File: src/ivp_pkg.sv
package ivp_pkg;

  // Register byte addresses on the bus
  localparam logic [31:0] IVP_CTRL_ADDR   = 32'h0000_0000;
  localparam logic [31:0] IVP_STAT_ADDR   = 32'h0000_0004;
  localparam logic [31:0] IVP_ADDR_MASK   = 32'h0000_00fc;

  // Control register layout
  localparam int          IVP_VCE_BIT     = 0;
  localparam int          IVP_VSEL_BIT    = 1;
  localparam int          IVP_EXT0_BIT    = 6;
  localparam int          IVP_EXT1_BIT    = 7;
  localparam logic [7:0]  IVP_CTRL_RESET  = 8'h00;

  // Status register layout
  localparam int          IVP_ST_BLOCK    = 0;
  localparam int          IVP_ST_HOLD     = 1;
  localparam int          IVP_ST_LOCK     = 2;
  localparam int          IVP_ST_CNT_LSB  = 4;
  localparam int          IVP_ST_BOOT_LSB = 16;

  // Change window length in clock cycles
  localparam logic [2:0]  IVP_WINDOW_CYC  = 3'h4;

  // AHB encodings
  localparam logic [1:0]  IVP_HTRANS_NSEQ = 2'h2;
  localparam logic [1:0]  IVP_HTRANS_SEQ  = 2'h3;

  // Program flash word addresses
  localparam int          IVP_PC_W        = 12;
  localparam int          IVP_VEC_W       = 5;
  localparam logic [11:0] IVP_APP_START   = 12'h000;
  localparam logic [11:0] IVP_BOOT_2K     = 12'h0c00;
  localparam logic [11:0] IVP_BOOT_1K     = 12'h0e00;
  localparam logic [11:0] IVP_BOOT_512    = 12'h0f00;
  localparam logic [11:0] IVP_BOOT_256    = 12'h0f80;
  localparam logic [4:0]  IVP_VEC_LAST    = 5'h12;

  typedef enum logic [2:0] {
    IVP_IDLE = 3'b001,
    IVP_OPEN = 3'b010,
    IVP_HOLD = 3'b100
  } ivp_state_t;

  // Start of the boot section for a boot size setting
  function automatic logic [11:0] ivp_boot_start(input logic [1:0] sz);
    case (sz)
      2'h0:    ivp_boot_start = IVP_BOOT_2K;
      2'h1:    ivp_boot_start = IVP_BOOT_1K;
      2'h2:    ivp_boot_start = IVP_BOOT_512;
      default: ivp_boot_start = IVP_BOOT_256;
    endcase
  endfunction : ivp_boot_start

endpackage : ivp_pkg

File: src/ivp_ahb_slave.sv
`timescale 1ns/1ps
module ivp_ahb_slave
  import ivp_pkg::*;
(
  input  wire logic        hclk,      // System clock
  input  wire logic        hresetn,   // Async reset, low active
  input  wire logic        hsel,      // Slave select
  input  wire logic [31:0] haddr,     // Byte address
  input  wire logic [1:0]  htrans,    // Transfer type
  input  wire logic        hwrite,    // Write when high
  input  wire logic [2:0]  hsize,     // Transfer size
  input  wire logic        hready,    // Bus ready
  output logic             hreadyout, // Always ready
  output logic             hresp,     // Always OKAY
  output logic             wr_ctrl,   // Data-phase write to control
  output logic             sel_ctrl,  // Data phase targets control
  output logic             sel_stat   // Data phase targets status
);

  logic dp_valid;
  logic dp_write;
  logic dp_ctrl;
  logic dp_stat;

  wire  ap_take  = hsel & hready & htrans[1];
  wire  [31:0] ap_word = haddr & IVP_ADDR_MASK;
  wire  ap_ctrl  = ap_word == IVP_CTRL_ADDR;
  wire  ap_stat  = ap_word == IVP_STAT_ADDR;
  wire  unused_sz = ^hsize;

  // Address phase captured for the following data phase
  always_ff @(posedge hclk or negedge hresetn) begin
    if (!hresetn) begin
      dp_valid <= 1'b0;
      dp_write <= 1'b0;
      dp_ctrl  <= 1'b0;
      dp_stat  <= 1'b0;
    end else if (hready) begin
      dp_valid <= ap_take;
      dp_write <= hwrite;
      dp_ctrl  <= ap_ctrl;
      dp_stat  <= ap_stat;
    end
  end

  assign hreadyout = 1'b1;
  assign hresp     = 1'b0;
  assign wr_ctrl   = dp_valid & dp_write & dp_ctrl & ~unused_sz | dp_valid
                   & dp_write & dp_ctrl & unused_sz;
  assign sel_ctrl  = dp_valid & dp_ctrl;
  assign sel_stat  = dp_valid & dp_stat;

endmodule : ivp_ahb_slave

File: src/ivp_vec_addr.sv
`timescale 1ns/1ps
module ivp_vec_addr
  import ivp_pkg::*;
(
  input  wire logic [1:0]  boot_size_fuses,    // Boot section size
  input  wire logic        reset_to_boot_fuse, // Reset into boot section
  input  wire logic        vector_table_select,// Vectors in boot section
  input  wire logic [4:0]  vector_index,       // Default table slot
  output logic [11:0]      boot_start,         // Boot section start
  output logic [11:0]      next_reset_addr,    // Reset fetch address
  output logic [11:0]      next_vector_addr    // Vector fetch address
);

  wire [11:0] table_base;

  assign boot_start       = ivp_boot_start(boot_size_fuses);
  assign table_base       = vector_table_select ? boot_start
                                                : IVP_APP_START;
  assign next_reset_addr  = reset_to_boot_fuse ? boot_start
                                               : IVP_APP_START;
  assign next_vector_addr = table_base + {7'h00, vector_index};

endmodule : ivp_vec_addr

File: src/ivp_top.sv
`timescale 1ns/1ps
module ivp_top
  import ivp_pkg::*;
(
  input  wire logic        hclk,                  // System clock, 40 MHz
  input  wire logic        hresetn,               // Async reset, low active
  input  wire logic        hsel,                  // AHB slave select
  input  wire logic [31:0] haddr,                 // AHB address
  input  wire logic [1:0]  htrans,                // AHB transfer type
  input  wire logic        hwrite,                // AHB write
  input  wire logic [2:0]  hsize,                 // AHB size
  input  wire logic        hready,                // AHB ready in
  input  wire logic [31:0] hwdata,                // AHB write data
  output logic [31:0]      hrdata,                // AHB read data
  output logic             hreadyout,             // AHB ready out
  output logic             hresp,                 // AHB response
  input  wire logic [1:0]  boot_size_fuses,       // Boot size setting
  input  wire logic        reset_to_boot_fuse,    // High when programmed
  input  wire logic        app_section_boot_lock, // High when programmed
  input  wire logic        boot_section_boot_lock,// High when programmed
  input  wire logic        global_irq_enable,     // Core status I flag
  input  wire logic        instr_retire,          // Instruction done pulse
  input  wire logic [11:0] exec_pc,               // Executing word address
  input  wire logic [4:0]  vector_index,          // Pending vector slot
  output logic             irq_accept,            // Core may take interrupt
  output logic             change_blocked,        // Sequence blocking now
  output logic [11:0]      vector_address,        // Vector fetch address
  output logic [11:0]      reset_address,         // Reset fetch address
  output logic             ext_irq_zero_enable,   // External irq 0 enable
  output logic             ext_irq_one_enable     // External irq 1 enable
);

  // Control register state
  logic             vector_table_select;
  logic             vector_change_enable;
  logic [2:0]       window_count;
  logic             hold_after_write;
  ivp_state_t       state;
  ivp_state_t       next_state;

  // Fuse and lock levels caught after reset release
  logic             fuses_loaded;
  logic [1:0]       boot_size_q;
  logic             reset_to_boot_q;
  logic             app_lock_q;
  logic             boot_lock_q;

  // Bus decode
  logic             wr_ctrl;
  logic             sel_ctrl;
  logic             sel_stat;

  // Address unit results
  logic [11:0]      boot_start;
  logic [11:0]      next_reset_addr;
  logic [11:0]      next_vector_addr;

  ivp_ahb_slave ivp_ahb_slave_inst (
    .hclk      (hclk),
    .hresetn   (hresetn),
    .hsel      (hsel),
    .haddr     (haddr),
    .htrans    (htrans),
    .hwrite    (hwrite),
    .hsize     (hsize),
    .hready    (hready),
    .hreadyout (hreadyout),
    .hresp     (hresp),
    .wr_ctrl   (wr_ctrl),
    .sel_ctrl  (sel_ctrl),
    .sel_stat  (sel_stat)
  );

  ivp_vec_addr ivp_vec_addr_inst (
    .boot_size_fuses     (boot_size_q),
    .reset_to_boot_fuse  (reset_to_boot_q),
    .vector_table_select (vector_table_select),
    .vector_index        (vector_index),
    .boot_start          (boot_start),
    .next_reset_addr     (next_reset_addr),
    .next_vector_addr    (next_vector_addr)
  );

  // Write decode of the control byte
  wire wr_vce      = wr_ctrl & hwdata[IVP_VCE_BIT];
  wire wr_vsel_try = wr_ctrl & ~hwdata[IVP_VCE_BIT];
  wire window_open = vector_change_enable;
  wire vsel_accept = wr_vsel_try & window_open;
  wire window_end  = window_open & (window_count == 3'h1);

  // Sequence state
  always_comb begin
    next_state = state;
    case (state)
      IVP_IDLE: begin
        if (wr_vce) begin
          next_state = IVP_OPEN;
        end
      end
      IVP_OPEN: begin
        if (wr_vce) begin
          next_state = IVP_OPEN;
        end else if (vsel_accept) begin
          next_state = IVP_HOLD;
        end else if (window_end) begin
          next_state = IVP_IDLE;
        end
      end
      IVP_HOLD: begin
        if (wr_vce) begin
          next_state = IVP_OPEN;
        end else if (instr_retire) begin
          next_state = IVP_IDLE;
        end
      end
      default: next_state = IVP_IDLE;
    endcase
  end

  always_ff @(posedge hclk or negedge hresetn) begin
    if (!hresetn) begin
      state <= IVP_IDLE;
    end else begin
      state <= next_state;
    end
  end

  // Change enable bit and its four-cycle window
  always_ff @(posedge hclk or negedge hresetn) begin
    if (!hresetn) begin
      vector_change_enable <= IVP_CTRL_RESET[IVP_VCE_BIT];
      window_count         <= 3'h0;
    end else if (wr_vce) begin
      vector_change_enable <= 1'b1;
      window_count         <= IVP_WINDOW_CYC;
    end else if (vsel_accept | window_end) begin
      vector_change_enable <= 1'b0;
      window_count         <= 3'h0;
    end else if (window_open) begin
      window_count         <= window_count - 3'h1;
    end
  end

  // Select bit changes only through the open window
  always_ff @(posedge hclk or negedge hresetn) begin
    if (!hresetn) begin
      vector_table_select <= IVP_CTRL_RESET[IVP_VSEL_BIT];
    end else if (vsel_accept) begin
      vector_table_select <= hwdata[IVP_VSEL_BIT];
    end
  end

  assign hold_after_write = state == IVP_HOLD;

  // External interrupt enables are plain read/write bits
  always_ff @(posedge hclk or negedge hresetn) begin
    if (!hresetn) begin
      ext_irq_zero_enable <= IVP_CTRL_RESET[IVP_EXT0_BIT];
      ext_irq_one_enable  <= IVP_CTRL_RESET[IVP_EXT1_BIT];
    end else if (wr_ctrl) begin
      ext_irq_zero_enable <= hwdata[IVP_EXT0_BIT];
      ext_irq_one_enable  <= hwdata[IVP_EXT1_BIT];
    end
  end

  // Fuses are static straps, captured once after reset release
  always_ff @(posedge hclk or negedge hresetn) begin
    if (!hresetn) begin
      fuses_loaded    <= 1'b0;
      boot_size_q     <= 2'h0;
      reset_to_boot_q <= 1'b0;
      app_lock_q      <= 1'b0;
      boot_lock_q     <= 1'b0;
    end else if (!fuses_loaded) begin
      fuses_loaded    <= 1'b1;
      boot_size_q     <= boot_size_fuses;
      reset_to_boot_q <= reset_to_boot_fuse;
      app_lock_q      <= app_section_boot_lock;
      boot_lock_q     <= boot_section_boot_lock;
    end
  end

  // Lock-bit suppression by where code is running
  wire in_boot     = exec_pc >= boot_start;
  wire lock_app    = vector_table_select & app_lock_q & ~in_boot;
  wire lock_boot   = ~vector_table_select & boot_lock_q & in_boot;
  wire lock_block  = lock_app | lock_boot;

  // Sequence blocking starts combinationally in the setting cycle
  wire seq_block   = wr_vce | window_open | hold_after_write;

  assign change_blocked = seq_block;
  // Global flag is only gated here, never written back
  assign irq_accept     = global_irq_enable & ~seq_block
                        & ~lock_block & fuses_loaded;

  // Fetch addresses
  always_ff @(posedge hclk or negedge hresetn) begin
    if (!hresetn) begin
      vector_address <= IVP_APP_START;
      reset_address  <= IVP_APP_START;
    end else begin
      vector_address <= next_vector_addr;
      reset_address  <= next_reset_addr;
    end
  end

  // Read-back
  wire [7:0] ctrl_rd = {ext_irq_one_enable, ext_irq_zero_enable, 4'h0,
                        vector_table_select, vector_change_enable};

  wire [31:0] stat_rd = {4'h0, boot_start, 9'h000, window_count,
                         1'b0, lock_block, hold_after_write, seq_block};

  assign hrdata = sel_ctrl ? {24'h00_0000, ctrl_rd}
                : sel_stat ? stat_rd
                : 32'h0000_0000;

  wire unused_vec = ^{IVP_VEC_LAST, IVP_ST_BLOCK, IVP_ST_HOLD,
                      IVP_ST_LOCK, IVP_ST_CNT_LSB, IVP_ST_BOOT_LSB};

endmodule : ivp_top

File: config.mk
export PLATFORM = sky130hd
export DESIGN_NAME = ivp_top
export DESIGN_NICKNAME = d
export VERILOG_FILES = /design/src/ivp_pkg.sv /design/src/ivp_ahb_slave.sv /design/src/ivp_vec_addr.sv /design/src/ivp_top.sv
export SDC_FILE = /design/constraint.sdc
export NUM_CORES = 1
export LEC_CHECK = 0
export BUFFER_PORTS_ARGS = -buffer_cell sky130_fd_sc_hd__buf_2
export CAP_MARGIN = 10
export CELL_PAD_IN_SITES_DETAIL_PLACEMENT = 0
export CELL_PAD_IN_SITES_GLOBAL_PLACEMENT = 2
export CORE_MARGIN = 3
export CORE_UTILIZATION = 21
export CTS_BUF_LIST = sky130_fd_sc_hd__clkbuf_16
export DETAILED_ROUTE_END_ITERATION = 8
export PLACE_DENSITY_LB_ADDON = 0.1
export SYNTH_ARGS = -nofsm -noshare
export SYNTH_HDL_FRONTEND = slang
export SYNTH_SLANG_ARGS = --single-unit
File: constraint.sdc
create_clock -name hclk -period 4.4 [get_ports hclk]
set_input_delay 0.66 -clock hclk [delete_from_list [all_inputs] [get_ports hclk]]
set_output_delay 0.66 -clock hclk [all_outputs]
set_load 0.01 [all_outputs]
## After elaboration in Yosys (flattened, before gate mapping)

Cells that the tools add are included.
Widths: inputs -> output; s select.

| storage, ports and cells | value |
|---|---|
| register bits after elaboration | 44 |

| operators by class | value |
|---|---|
| $add $sub $neg | 2 |
| order comparisons | 1 |
| equality and inequality tests | 10 |
| muxes and demuxes | 17 |
| bitwise operators | 30 |
| reductions and logical operators | 6 |

Operator list:

| cell | number |
|---|---|
| $mux 28 | 2 |
| $logic_not 32->1 | 1 |
| $pmux 10 s3 | 1 |
| $mux 3 | 9 |
| $mux 12 | 2 |
| $and 1x1->1 | 19 |
| $add 12x5->12 | 1 |
| $ge 12x12->1 | 1 |
| $pmux 3 s3 | 1 |
| $eq 3x1->1 const B | 2 |
| $eq 6x1->1 const B | 1 |
| $not 1->1 | 6 |
| $or 1x1->1 | 5 |
| $ne 4x4->1 const B | 1 |
| $eq 3x2->1 const B | 1 |
| $eq 3x3->1 const B | 1 |
| $ne 3x2->1 const B | 1 |
| $reduce_and 3->1 | 1 |
| $reduce_bool 3->1 | 1 |
| $reduce_xor 3->1 | 1 |
| $sub 3x1->3 const B | 1 |
| $eq 2x1->1 const B | 1 |
| $eq 2x2->1 const B | 1 |
| $logic_not 2->1 | 1 |
| other kinds (3) | 4 |

## Logic depth before layout (Yosys ltp)

Gate-level depths: netlist of the first run.

| depth | value |
|---|---|
| depth in word-level cells | 11 |
| mapped depth | 6 |
| depth with buffers taken out | 6 |

## Modules after synthesis

From an unflattened synthesis of the first run, not the netlist that was laid out.

| unflattened totals | value |
|---|---|
| cells, all modules | 238 |
| area total of the unflattened synthesis | 2449.8 um2 |

By module, submodules not included:

| module | times used | cells an instance | area each (um2) |
|---|---|---|---|
| ivp_top | 1 | 179 | 1961.9 |
| ivp_vec_addr | 1 | 38 | 270.3 |
| ivp_ahb_slave | 1 | 21 | 217.7 |

## Least setup slack after synthesis of the first run

OpenSTA, ideal clock, no wires.

| timing | value |
|---|---|
| path type | input-to-output |
| start | input exec_pc[7] |
| end | output irq_accept |
| arrival | 1.730 ns |
| required time | 3.740 ns |
| setup slack | 2.010 ns |
| stages on the path | 6 |
| path buffers | 0 |
| cell sequence | inv_1 > ha_1 > nor4b_1 > nand3b_1 > and4_2 > a2111oi_4 |

| on the way | value |
|---|---|
| longest elaborated chain between the ends | 7 |
| elaborated cells on any way between the ends | 8 |
| those cells by class | order compare: 1; bitwise: 7 |

RTL lines:

| element | RTL line | RTL |
|---|---|---|
| from (decl) | ivp_top.sv:23 | `input wire logic [11:0] exec_pc,` |
| $ge 12x12->1 (*) | ivp_top.sv:184 | `wire in_boot = exec_pc >= boot_start;` |
| $not 1->1 | ivp_top.sv:185 | `wire lock_app = vector_table_select & app_lock_q & ~in_boot;` |
| $and 1x1->1 | ivp_top.sv:185 |  |
| $or 1x1->1 (*) | ivp_top.sv:187 | `wire lock_block = lock_app \| lock_boot;` |
| $not 1->1 (*) | ivp_top.sv:195 | `& ~lock_block & fuses_loaded;` |
| $and 1x1->1 (*) (2 in a row) | ivp_top.sv:195 |  |
| to (decl) | ivp_top.sv:25 | `output logic irq_accept,` |

Mark *: on every way between the ends. The rest lies on a longest branch, timed or not.

## Worst setup path after layout of the first run

| timing | value |
|---|---|
| start | register boot_size_q[1] |
| end | output irq_accept |

| on the way | value |
|---|---|
| longest elaborated chain between the ends | 9 |
| elaborated cells on any way between the ends | 12 |
| those cells by class | order compare: 1; eq/ne: 2; mux: 1; bitwise: 7; reduce/logical: 1 |

RTL lines:

| element | RTL line | RTL |
|---|---|---|
| from (decl) | ivp_top.sv:43 | `logic [1:0] boot_size_q;` |
| from (signal assigned) | ivp_top.sv:176 | `boot_size_q <= boot_size_fuses;` |
| $eq 2x2->1, or another cell as far along | ivp_pkg.sv:47 | `case (sz)` |
| $pmux 10 s3 (*) | ivp_pkg.sv:47 |  |
| $ge 12x12->1 (*) | ivp_top.sv:184 |  |
| $not 1->1 | ivp_top.sv:185 |  |
| $and 1x1->1 | ivp_top.sv:185 |  |
| $or 1x1->1 (*) | ivp_top.sv:187 |  |
| $not 1->1 (*) | ivp_top.sv:195 |  |
| $and 1x1->1 (*) (2 in a row) | ivp_top.sv:195 |  |

Marked as above.

==> flow_summary.json, run 1 <==
{
  "port_buffers": 70,
  "cts_buffers": 5,
  "grt_use_met3_pct": 2.73,
  "path_cells": "nor2_1 -> ha_1 -> a21oi_1 -> o22a_1 -> nand2_1 -> a2111oi_4 -> buf_2",
  "cts_setup_buffers": 0,
  "synthMuxAreaShare_pct": 5.39,
  "fp.dieH_um": 99.4,
  "antenna_found_initial": 0,
  "holdBufCountCts": 0,
  "track_usage_pct": 10.0,
  "fin_nets": 352,
  "hold_depth": 0,
  "rows": 33,
  "gr-usage-met2_pct": 16.0,
  "fillers": 921,
  "fin_crit_ns": 2.94,
  "syn_to_final_growth_pct": 26.7,
  "hold_path_class": "reg2reg",
  "final_antenna_net_count": 0,
  "grt_pass1_wl_mm": 7.62,
  "clk_latency_ns": 0.28,
  "outcome": "finished, final reports clean",
  "vias_per_cell": 3.99,
  "ir_drop_uv": 148,
  "regToRegEndpoint": "vector_table_select$_DFFE_PN0P_",
  "first_pass_iters": 4,
  "yosysMostFrequentCell": "buf_4",
  "setup_viol": 0,
  "holdWs_ns": 0.430,
  "ys_types": 43,
  "ys_ff_latch": 33,
  "worstPathMaxFanout": 8,
  "fp.coreArea_sq_mm": 0.00834,
  "synthArstFlopShare_pct": 100,
  "wl_per_cell_um": 13.5,
  "routed_wl_mm": 4.78,
  "synthFlopType": "dfrtp_1",
  "ctsResizeCount": 0,
  "synth_area_sq_mm": 0.00183,
  "grt.busiest_layer": "met2",
  "yosysWarnings": 0,
  "grt_setup_unrepaired": "false",
  "worst_setup_path_start_kind": "register",
  "synth_top_family_by_area": "simple AND/OR/NAND/NOR gates",
  "rr_startpoint": "ivp_ahb_slave_inst.dp_ctrl$_DFFE_PN0P_",
  "yosys.area.top_type": "dfrtp_1",
  "worstPathRequired_ns": 3.74,
  "finalHoldViolations": 0,
  "synth_top_area_share_pct": 43.7,
  "first_global_vias": 1459,
  "dpl_worst_slack_ns": 1.61,
  "diodes": 0,
  "synth.area.top_cells": "dfrtp_1 (44%), buf_4 (14%), mux2_2 (4.3%), nand2_1 (3.5%), ha_1 (3.4%)",
  "overflow": 0,
  "min_to": "reset_address[10]$_DFF_PN0_",
  "die_width_um": 99.4,
  "ys_seq_area_share_pct": 45.1,
  "synth_commonest_cells": "buf_4 (35), dfrtp_1 (32), nand2_1 (17)",
  "dieArea_sq_mm": 0.00989,
  "synth_xor_area_share_pct": 0.478,
  "synth-edff-count": 0,
  "drive_gt1_share_pct": 38.0,
  "vias": 1418,
  "avgSynthCellArea_sq_um": 10.2,
  "power_density_mw_per_mm2": 394,
  "synthCells": 180,
  "yosys.area_share.adder_pct": 3.41,
  "reg2regPathDepth": 4,
  "p_leak_nw": 1.18,
  "initial_core_util_pct": 22.0,
  "clkSlewWorstSetupHoldPaths_ns": 0.06,
  "gp_congestion": 0.720,
  "ctsRootBufferMaster": "clkbuf_16",
  "clkSinkCount": 33,
  "crit_start": "boot_size_q[1]$_DFFE_PN0N_",
  "skew_ns": 0.00370,
  "min_period_over_period_pct": 66.9,
  "synth_compound_area_share_pct": 9.01,
  "io_pins": 160,
  "dp_hpwl_mm": 3.65,
  "yosys.area_share.simple_pct": 19.2,
  "regToRegSetupSlack_ns": 2.92,
  "slowest_delay_ns": 0.45,
  "drc": 0,
  "clockBufferDepth": 2,
  "endpoint_kind": "output pin",
  "hp-start": "reset_to_boot_q$_DFFE_PN0N_",
  "grt_max_degree": 34,
  "cts_tree": "yes",
  "use_met1_pct": 12.6,
  "htreeDepth": 2,
  "drt-initial-drc-count": 32,
  "critPathKind": "reg2out",
  "crit_arrival_ns": 2.28,
  "slew_headroom_pct": 47.1,
  "setup_slack_ns": 1.46,
  "crit_path_top_delay_cell": "dfrtp_1",
  "worst_slew_pin_slew_ns": 0.794,
  "cap_violations": 0,
  "setup_tns_ns": 0,
  "drv_slew": 0,
  "max_freq_mhz": 340
}
==> where the power goes <==
part	total (mW)	internal [mW]	switching, mW
registers	0.360	0.335	0.0251
clock network	0.414	0.268	0.146
logic	0.141	0.0638	0.0771
total	0.915	0.667	0.248
==> final cells by class <==
type | instances | area, sq um | share of cell area (%)
Inverter | 9 | 33.8 | 1.45
Tap cell | 105 | 131 | 5.66
Clock inverter | 3 | 46.3 | 1.99
Multi-Input combinational cell | 130 | 808 | 34.8
Timing Repair Buffer | 70 | 350 | 15.1
Sequential cell | 33 | 827 | 35.6
Clock buffer | 5 | 125 | 5.39
==> cell usage in the layout (no fill, tap or decap), types with 2 or more instances in the layout <==
master | Yosys | routed
buf_2 | 1 | 70
conb_1 | 2 | 32
dfrtp_1 | 32 | 32
nand2_1 | 17 | 17
inv_1 | 9 | 9
nor2_1 | 7 | 7
mux2_2 | 7 | 7
nand3_1 | 6 | 6
and2_1 | 5 | 5
o21ai_0 | 5 | 5
ha_1 | 5 | 5
clkbuf_16 | 0 | 5
a21oi_1 | 3 | 3
nand3b_1 | 3 | 3
nor2b_1 | 3 | 3
nand2b_1 | 3 | 3
o22ai_1 | 3 | 3
and3_2 | 2 | 2
nor4_1 | 2 | 2
o22a_1 | 2 | 2
mux2i_1 | 2 | 2
and3_1 | 2 | 2
nor3_1 | 2 | 2
o31ai_1 | 2 | 2
nor4bb_1 | 2 | 2
==> state kept, by name (all words and copies together), names as in the netlist, 2 cells and up <==
name and cells:
boot_size_q 2, reset_address 4, vector_address 9, window_count 3, state 3
==> metrics by stage <==
step                power, mW  instance area (sq um)  utilization (%)  std cells
CTS                     0.931                   2320             27.8        355
global route            0.969                   2320             27.8        355
finish                  0.915                   2320             27.8        355
global placement        0.511                   2150             25.8        347
floorplan               0.470                   1950                -        210
detailed placement      0.510                   2150             25.8        347
==> how the worst max path moves through the flow <==
stage	endpoint	depth (start not counted)
2_1_floorplan	irq_accept	6
6_report	irq_accept	7
4_1_cts	irq_accept	7
5_1_grt	irq_accept	7
3_5_place_dp	irq_accept	8
3_3_place_gp	irq_accept	8
==> routing by layer <==
metal | vias to the layer above | routed length (um) | share of wire [%]
li1 | 683 | - | -
met3 | 6 | 431 | 9.0
met4 | 0 | 90 | 1.9
met1 | 652 | 2130 | 45
met5 | - | 0 | 0
met2 | 77 | 2120 | 44
==> critical path: cells and delay by family, from the launching register on <==
kind	cells	cell delay [ns]
AOI/OAI and AO/OA	3	0.61
adders and majority gates	1	0.32
buffers and inverters	1	0.19
DFF	1	0.45
and+or+nand+nor	2	0.42
==> logic make-up (layout without fill, tap and decap cells) <==
family	count (synthesis)	after routing
xor gates and xnor gates	1	1
AOI/OAI and AO/OA	21	21
buffers and inverters	47	87
adders and majority gates	5	5
muxes	9	9
other	2	32
DFF	33	33
and+or+nand+nor	62	62
No activity file was read; power rests on OpenSTA's default activity.
==> inputs of run 2 (changes only) <==
--- a/config.mk
+++ b/config.mk
@@ -10,7 +10,7 @@
 export CELL_PAD_IN_SITES_DETAIL_PLACEMENT = 0
 export CELL_PAD_IN_SITES_GLOBAL_PLACEMENT = 2
 export CORE_MARGIN = 3
-export CORE_UTILIZATION = 21
+export CORE_UTILIZATION = 18
 export CTS_BUF_LIST = sky130_fd_sc_hd__clkbuf_16
 export DETAILED_ROUTE_END_ITERATION = 8
 export PLACE_DENSITY_LB_ADDON = 0.1
==> constraint.sdc (replaced) <==
create_clock -name hclk -period 2.5 [get_ports hclk]
set_input_delay 0.375 -clock hclk [delete_from_list [all_inputs] [get_ports hclk]]
set_output_delay 0.375 -clock hclk [all_outputs]
set_load 0.01 [all_outputs]
==> flow_summary.json, run 2 (synthesis results as in run 1) <==
{
  "outcome": "finished, final reports clean",
  "vias": 1417,
  "syn_to_final_growth_pct": 30.6,
  "fin_nets": 356,
  "dpl_worst_slack_ns": 0.232,
  "worstPathBufferInverterCount": 1,
  "overflow": 0,
  "largest_register": "vector_address",
  "initial_core_util_pct": 18.7,
  "fp.dieH_um": 107,
  "grt_use_met3_pct": 2.83,
  "worst_setup_path_start_kind": "register",
  "endpoint_kind": "output pin",
  "dieArea_sq_mm": 0.0114,
  "mostFrequentLayoutCell": "buf_2",
  "regToRegEndpoint": "vector_table_select$_DFFE_PN0P_",
  "setup_tns_ns": 0,
  "crit_family": "compound AO/OA/AOI/OAI gates",
  "path_cells": "nor2_2 -> ha_4 -> a21oi_2 -> o22a_1 -> nand2_2 -> a2111oi_4 -> buf_2",
  "fin_util_pct": 24.4,
  "crit_arrival_ns": 1.99,
  "gp_congestion": 0.724,
  "worst_slew_pin_slew_ns": 0.779,
  "drv_slew": 0,
  "slew_headroom_pct": 48.1,
  "htreeDepth": 2,
  "power_mw": 1.49,
  "ir_drop_uv": 244,
  "worstPathMaxFanout": 3,
  "place_inst": 377,
  "grt.busiest_layer": "met2",
  "track_usage_pct": 8.34,
  "max_freq_mhz": 423,
  "first_pass_iters": 2,
  "fin_crit_ns": 2.36,
  "gr-usage-met2_pct": 13.1,
  "use_met1_pct": 10.7,
  "final_cell_mix": "buf_2 (70), conb_1 (32), dfrtp_1 (31)",
  "critPathKind": "reg2out",
  "drt-initial-drc-count": 31,
  "vias_per_cell": 3.66,
  "antenna_found_initial": 0,
  "p_leak_nw": 1.19,
  "stdcell_area_sq_mm": 0.00239,
  "dpl-instance-area_sq_mm": 0.00220,
  "holdWs_ns": 0.178,
  "die_width_um": 107,
  "io_pins": 160,
  "port_buffers": 70,
  "reg_top3": "vector_address: 9 flops, reset_address: 4 flops",
  "setup_slack_ns": 0.136,
  "routed_wl_mm": 4.74,
  "finalHoldViolations": 0,
  "clockBufferDepth": 2,
  "holdBufCountCts": 0,
  "wl_per_cell_um": 12.2,
  "setup_viol": 0,
  "cap_violations": 0,
  "drive_gt1_share_pct": 40.9,
  "rr_startpoint": "ivp_ahb_slave_inst.dp_ctrl$_DFFE_PN0P_",
  "clk_latency_ns": 0.27,
  "reg2regPathDepth": 4,
  "dp_hpwl_mm": 3.65,
  "rows": 36,
  "skew_ns": 0.00258,
  "fin_cells": 387,
  "power_density_mw_per_mm2": 621,
  "min_period_over_period_pct": 94.5,
  "first_global_vias": 1380,
  "diodes": 0,
  "cts_buffers": 5,
  "grt_pass1_wl_mm": 7.31,
  "crit_path_top_delay_cell": "dfrtp_1",
  "worstPathRequired_ns": 2.12,
  "ctsRootBufferMaster": "clkbuf_16",
  "grt_setup_unrepaired": "false",
  "clkSinkCount": 33,
  "regToRegSetupSlack_ns": 1.06,
  "cts_tree": "yes",
  "drc": 0,
  "fp.coreArea_sq_mm": 0.00982,
  "hold_path_class": "in2async",
  "grt_max_degree": 34,
  "clkSlewWorstSetupHoldPaths_ns": 0.05,
  "slowest_delay_ns": 0.41,
  "largest_register_ffs": 9,
  "final_antenna_net_count": 0
}
run 2: area by class of cell:
class	count	area, sq um
Fill cell	1118	7420
Multi-Input combinational cell	130	848
Sequential cell	33	828
Timing Repair Buffer	74	380
Tap cell	133	166
Clock buffer	5	125
Inverter	9	33.8
Clock inverter	3	12.5
run 2: what timing repair did:
action / CTS / global route
setup endpoints to repair: 1 / 2
pin swaps: 0 / 3
buffers inserted: 1 / 1
gates resized for setup: 2 / 7
run 2: worst max path at each step:
stage                       endpoint  depth (start not counted)                        from
after global placement    irq_accept                          7  boot_size_q[1]$_DFFE_PN0N_
final                     irq_accept                          7  boot_size_q[0]$_DFFE_PN0N_
after CTS                 irq_accept                          7  boot_size_q[1]$_DFFE_PN0N_
after floorplan           irq_accept                          6  boot_size_q[1]$_DFFE_PN0N_
after global routing      irq_accept                          7  boot_size_q[1]$_DFFE_PN0N_
after detailed placement  irq_accept                          7  boot_size_q[1]$_DFFE_PN0N_
run 2: power by group:
part	internal, mW	switching [mW]	total, mW
sequential	0.591	0.0401	0.631
clock	0.360	0.219	0.578
combinational	0.128	0.149	0.277
total	1.08	0.408	1.49
run 2: per-layer routing:
| metal | vias up | wire length, um |
|---|---|---|
| li1 | 700 | - |
| met1 | 642 | 2140 |
| met2 | 71 | 2130 |
| met3 | 4 | 409 |
| met4 | 0 | 61 |
| met5 | - | 0 |
==> inputs of run 3 (changes only) <==
--- a/config.mk
+++ b/config.mk
@@ -13,7 +13,7 @@
 export CORE_UTILIZATION = 18
 export CTS_BUF_LIST = sky130_fd_sc_hd__clkbuf_16
 export DETAILED_ROUTE_END_ITERATION = 8
-export PLACE_DENSITY_LB_ADDON = 0.1
+export PLACE_DENSITY = 0.73
 export SYNTH_ARGS = -nofsm -noshare
 export SYNTH_HDL_FRONTEND = slang
 export SYNTH_SLANG_ARGS = --single-unit
==> flow_summary.json, run 3 (synthesis results as in run 1) <==
{
  "outcome": "finished, final reports clean",
  "clockBufferDepth": 2,
  "first_global_vias": 1383,
  "ir_drop_uv": 269,
  "syn_to_final_growth_pct": 32.6,
  "power_frac_comb_pct": 15.9,
  "p_int_mw": 1.29,
  "htreeDepth": 2,
  "die_width_um": 107,
  "drive_gt1_share_pct": 40.9,
  "final_antenna_net_count": 0,
  "rows": 36,
  "grt_pass1_wl_mm": 6.91,
  "endpoint_kind": "output pin",
  "worstPathRequired_ns": 2.12,
  "io_pins": 160,
  "worst_setup_path_start_kind": "register",
  "regToRegSetupSlack_ns": 1.05,
  "setup_tns_ns": 0,
  "max_freq_mhz": 421,
  "fp.dieH_um": 107,
  "critPathKind": "reg2out",
  "power_mw": 1.69,
  "fp.coreArea_sq_mm": 0.00982,
  "cts_tree": "yes",
  "hold_path_class": "in2async",
  "clkSinkCount": 33,
  "ctsRootBufferMaster": "clkbuf_16",
  "grt_setup_unrepaired": "false",
  "wl_per_cell_um": 11.4,
  "slew_headroom_pct": 51.2,
  "crit_path_top_delay_cell": "dfrtp_2",
  "reg2regPathDepth": 4,
  "switching_share_pct": 23.8,
  "clkSlewWorstSetupHoldPaths_ns": 0.05,
  "dp_hpwl_mm": 3.51,
  "power_frac_seq_pct": 37.4,
  "reg_top3": "vector_address: 9 flops, reset_address: 4 flops",
  "setup_viol": 0,
  "largest_register_ffs": 9,
  "p_switching_uw": 402,
  "antenna_found_initial": 0,
  "drc": 0,
  "worst_slew_pin_slew_ns": 0.732,
  "crit_arrival_ns": 2.00,
  "fin_crit_ns": 2.38,
  "port_buffers": 70,
  "holdBufCountCts": 0,
  "initial_core_util_pct": 18.7,
  "cap_violations": 0,
  "grt_max_degree": 34,
  "p_leak_nw": 1.22,
  "track_usage_pct": 7.91,
  "vias_per_cell": 3.68,
  "cts_buffers": 5,
  "power_density_mw_per_mm2": 694,
  "finalHoldViolations": 0,
  "final_cell_mix": "buf_2 (70), conb_1 (32), dfrtp_1 (31)",
  "rr_startpoint": "ivp_ahb_slave_inst.dp_ctrl$_DFFE_PN0P_",
  "clkPwrFrac_pct": 46.7,
  "diodes": 0,
  "regToRegEndpoint": "vector_table_select$_DFFE_PN0P_",
  "path_cells": "and2_4 -> ha_1 -> nor4b_4 -> nand3b_1 -> and4_4 -> a2111oi_4 -> buf_2",
  "skew_ns": 0.00351,
  "drt-initial-drc-count": 35,
  "gp_congestion": 0.708,
  "stdcell_area_sq_mm": 0.00243,
  "dieArea_sq_mm": 0.0114,
  "overflow": 0,
  "drv_slew": 0,
  "dpl-instance-area_sq_mm": 0.00219,
  "clk_latency_ns": 0.28,
  "slowest_delay_ns": 0.42,
  "min_period_over_period_pct": 95.1,
  "vias": 1426,
  "worstPathMaxFanout": 4,
  "mostFrequentLayoutCell": "buf_2",
  "routed_wl_mm": 4.41,
  "largest_register": "vector_address",
  "fin_nets": 356,
  "first_pass_iters": 3
}
## run 3: worst max-delay path: cells and delay by family (launching register included)
kind,cells,cell delay [ns]
buf+inv,1,0.19
flops,1,0.42
simple gates,4,0.67
fa+ha+maj,1,0.27
compound gates,1,0.18
## run 3: layout make-up
cell class / instances / area [sq um]
flip-flops and latches: 33 / 828
clock inverters: 3 / 65.1
repair buffers: 74 / 380
well taps: 133 / 166
inverters: 9 / 33.8
clock buffers: 5 / 125
fillers: 1123 / 7390
multi-input cells: 130 / 832
## run 3: worst max-delay path by stage
| stage | from | end | slack (ns) |
|---|---|---|---|
| 3_3_place_gp | boot_size_q[1]$_DFFE_PN0N_ | irq_accept | 0.23 |
| 6_report | boot_size_q[1]$_DFFE_PN0N_ | irq_accept | 0.12 |
| 3_5_place_dp | boot_size_q[1]$_DFFE_PN0N_ | irq_accept | 0.22 |
| 2_1_floorplan | boot_size_q[1]$_DFFE_PN0N_ | irq_accept | 0.50 |
| 4_1_cts | boot_size_q[1]$_DFFE_PN0N_ | irq_accept | 0.02 |
| 5_1_grt | boot_size_q[0]$_DFFE_PN0N_ | irq_accept | 0.01 |
## run 3: per-layer routing
| layer | wire (um) | share of wire (%) | track usage, % | vias up |
|---|---|---|---|---|
| li1 | - | - | - | 696 |
| met3 | 421 | 9.5 | 3.43 | 4 |
| met2 | 2100 | 48 | 12.5 | 63 |
| met1 | 1860 | 42 | 9.87 | 663 |
| met4 | 32 | 0.73 | 2.19 | 0 |
| met5 | 0 | 0 | 0 | - |
## run 3: timing repair
item | CTS | global route
pin swaps | 0 | 1
endpoints found under the setup margin | 1 | 1
setup buffers | 1 | 2
resized for setup | 2 | 5
## run 3: through the flow
stage / setup slack (ns) / hold WS (ns) / std cells / utilization [%]
finish: 0.123 / 0.157 / 387 / 24.8
global route: 0.0137 / 0.191 / 387 / 24.8
floorplan: 0.504 / 0.0794 / 210 / -
global placement: 0.226 / 0.413 / 376 / 22.3
detailed placement: 0.218 / 0.414 / 376 / 22.3
CTS: 0.0201 / 0.193 / 385 / 24.4
## run 3: power groups by stage
stage	combinational (mW)	sequential, mW	clock, mW
floorplan	0.188	0.640	0
global placement	0.251	0.640	0
detailed placement	0.256	0.641	0
CTS	0.263	0.631	0.807
global route	0.306	0.640	0.843
finish	0.269	0.631	0.788
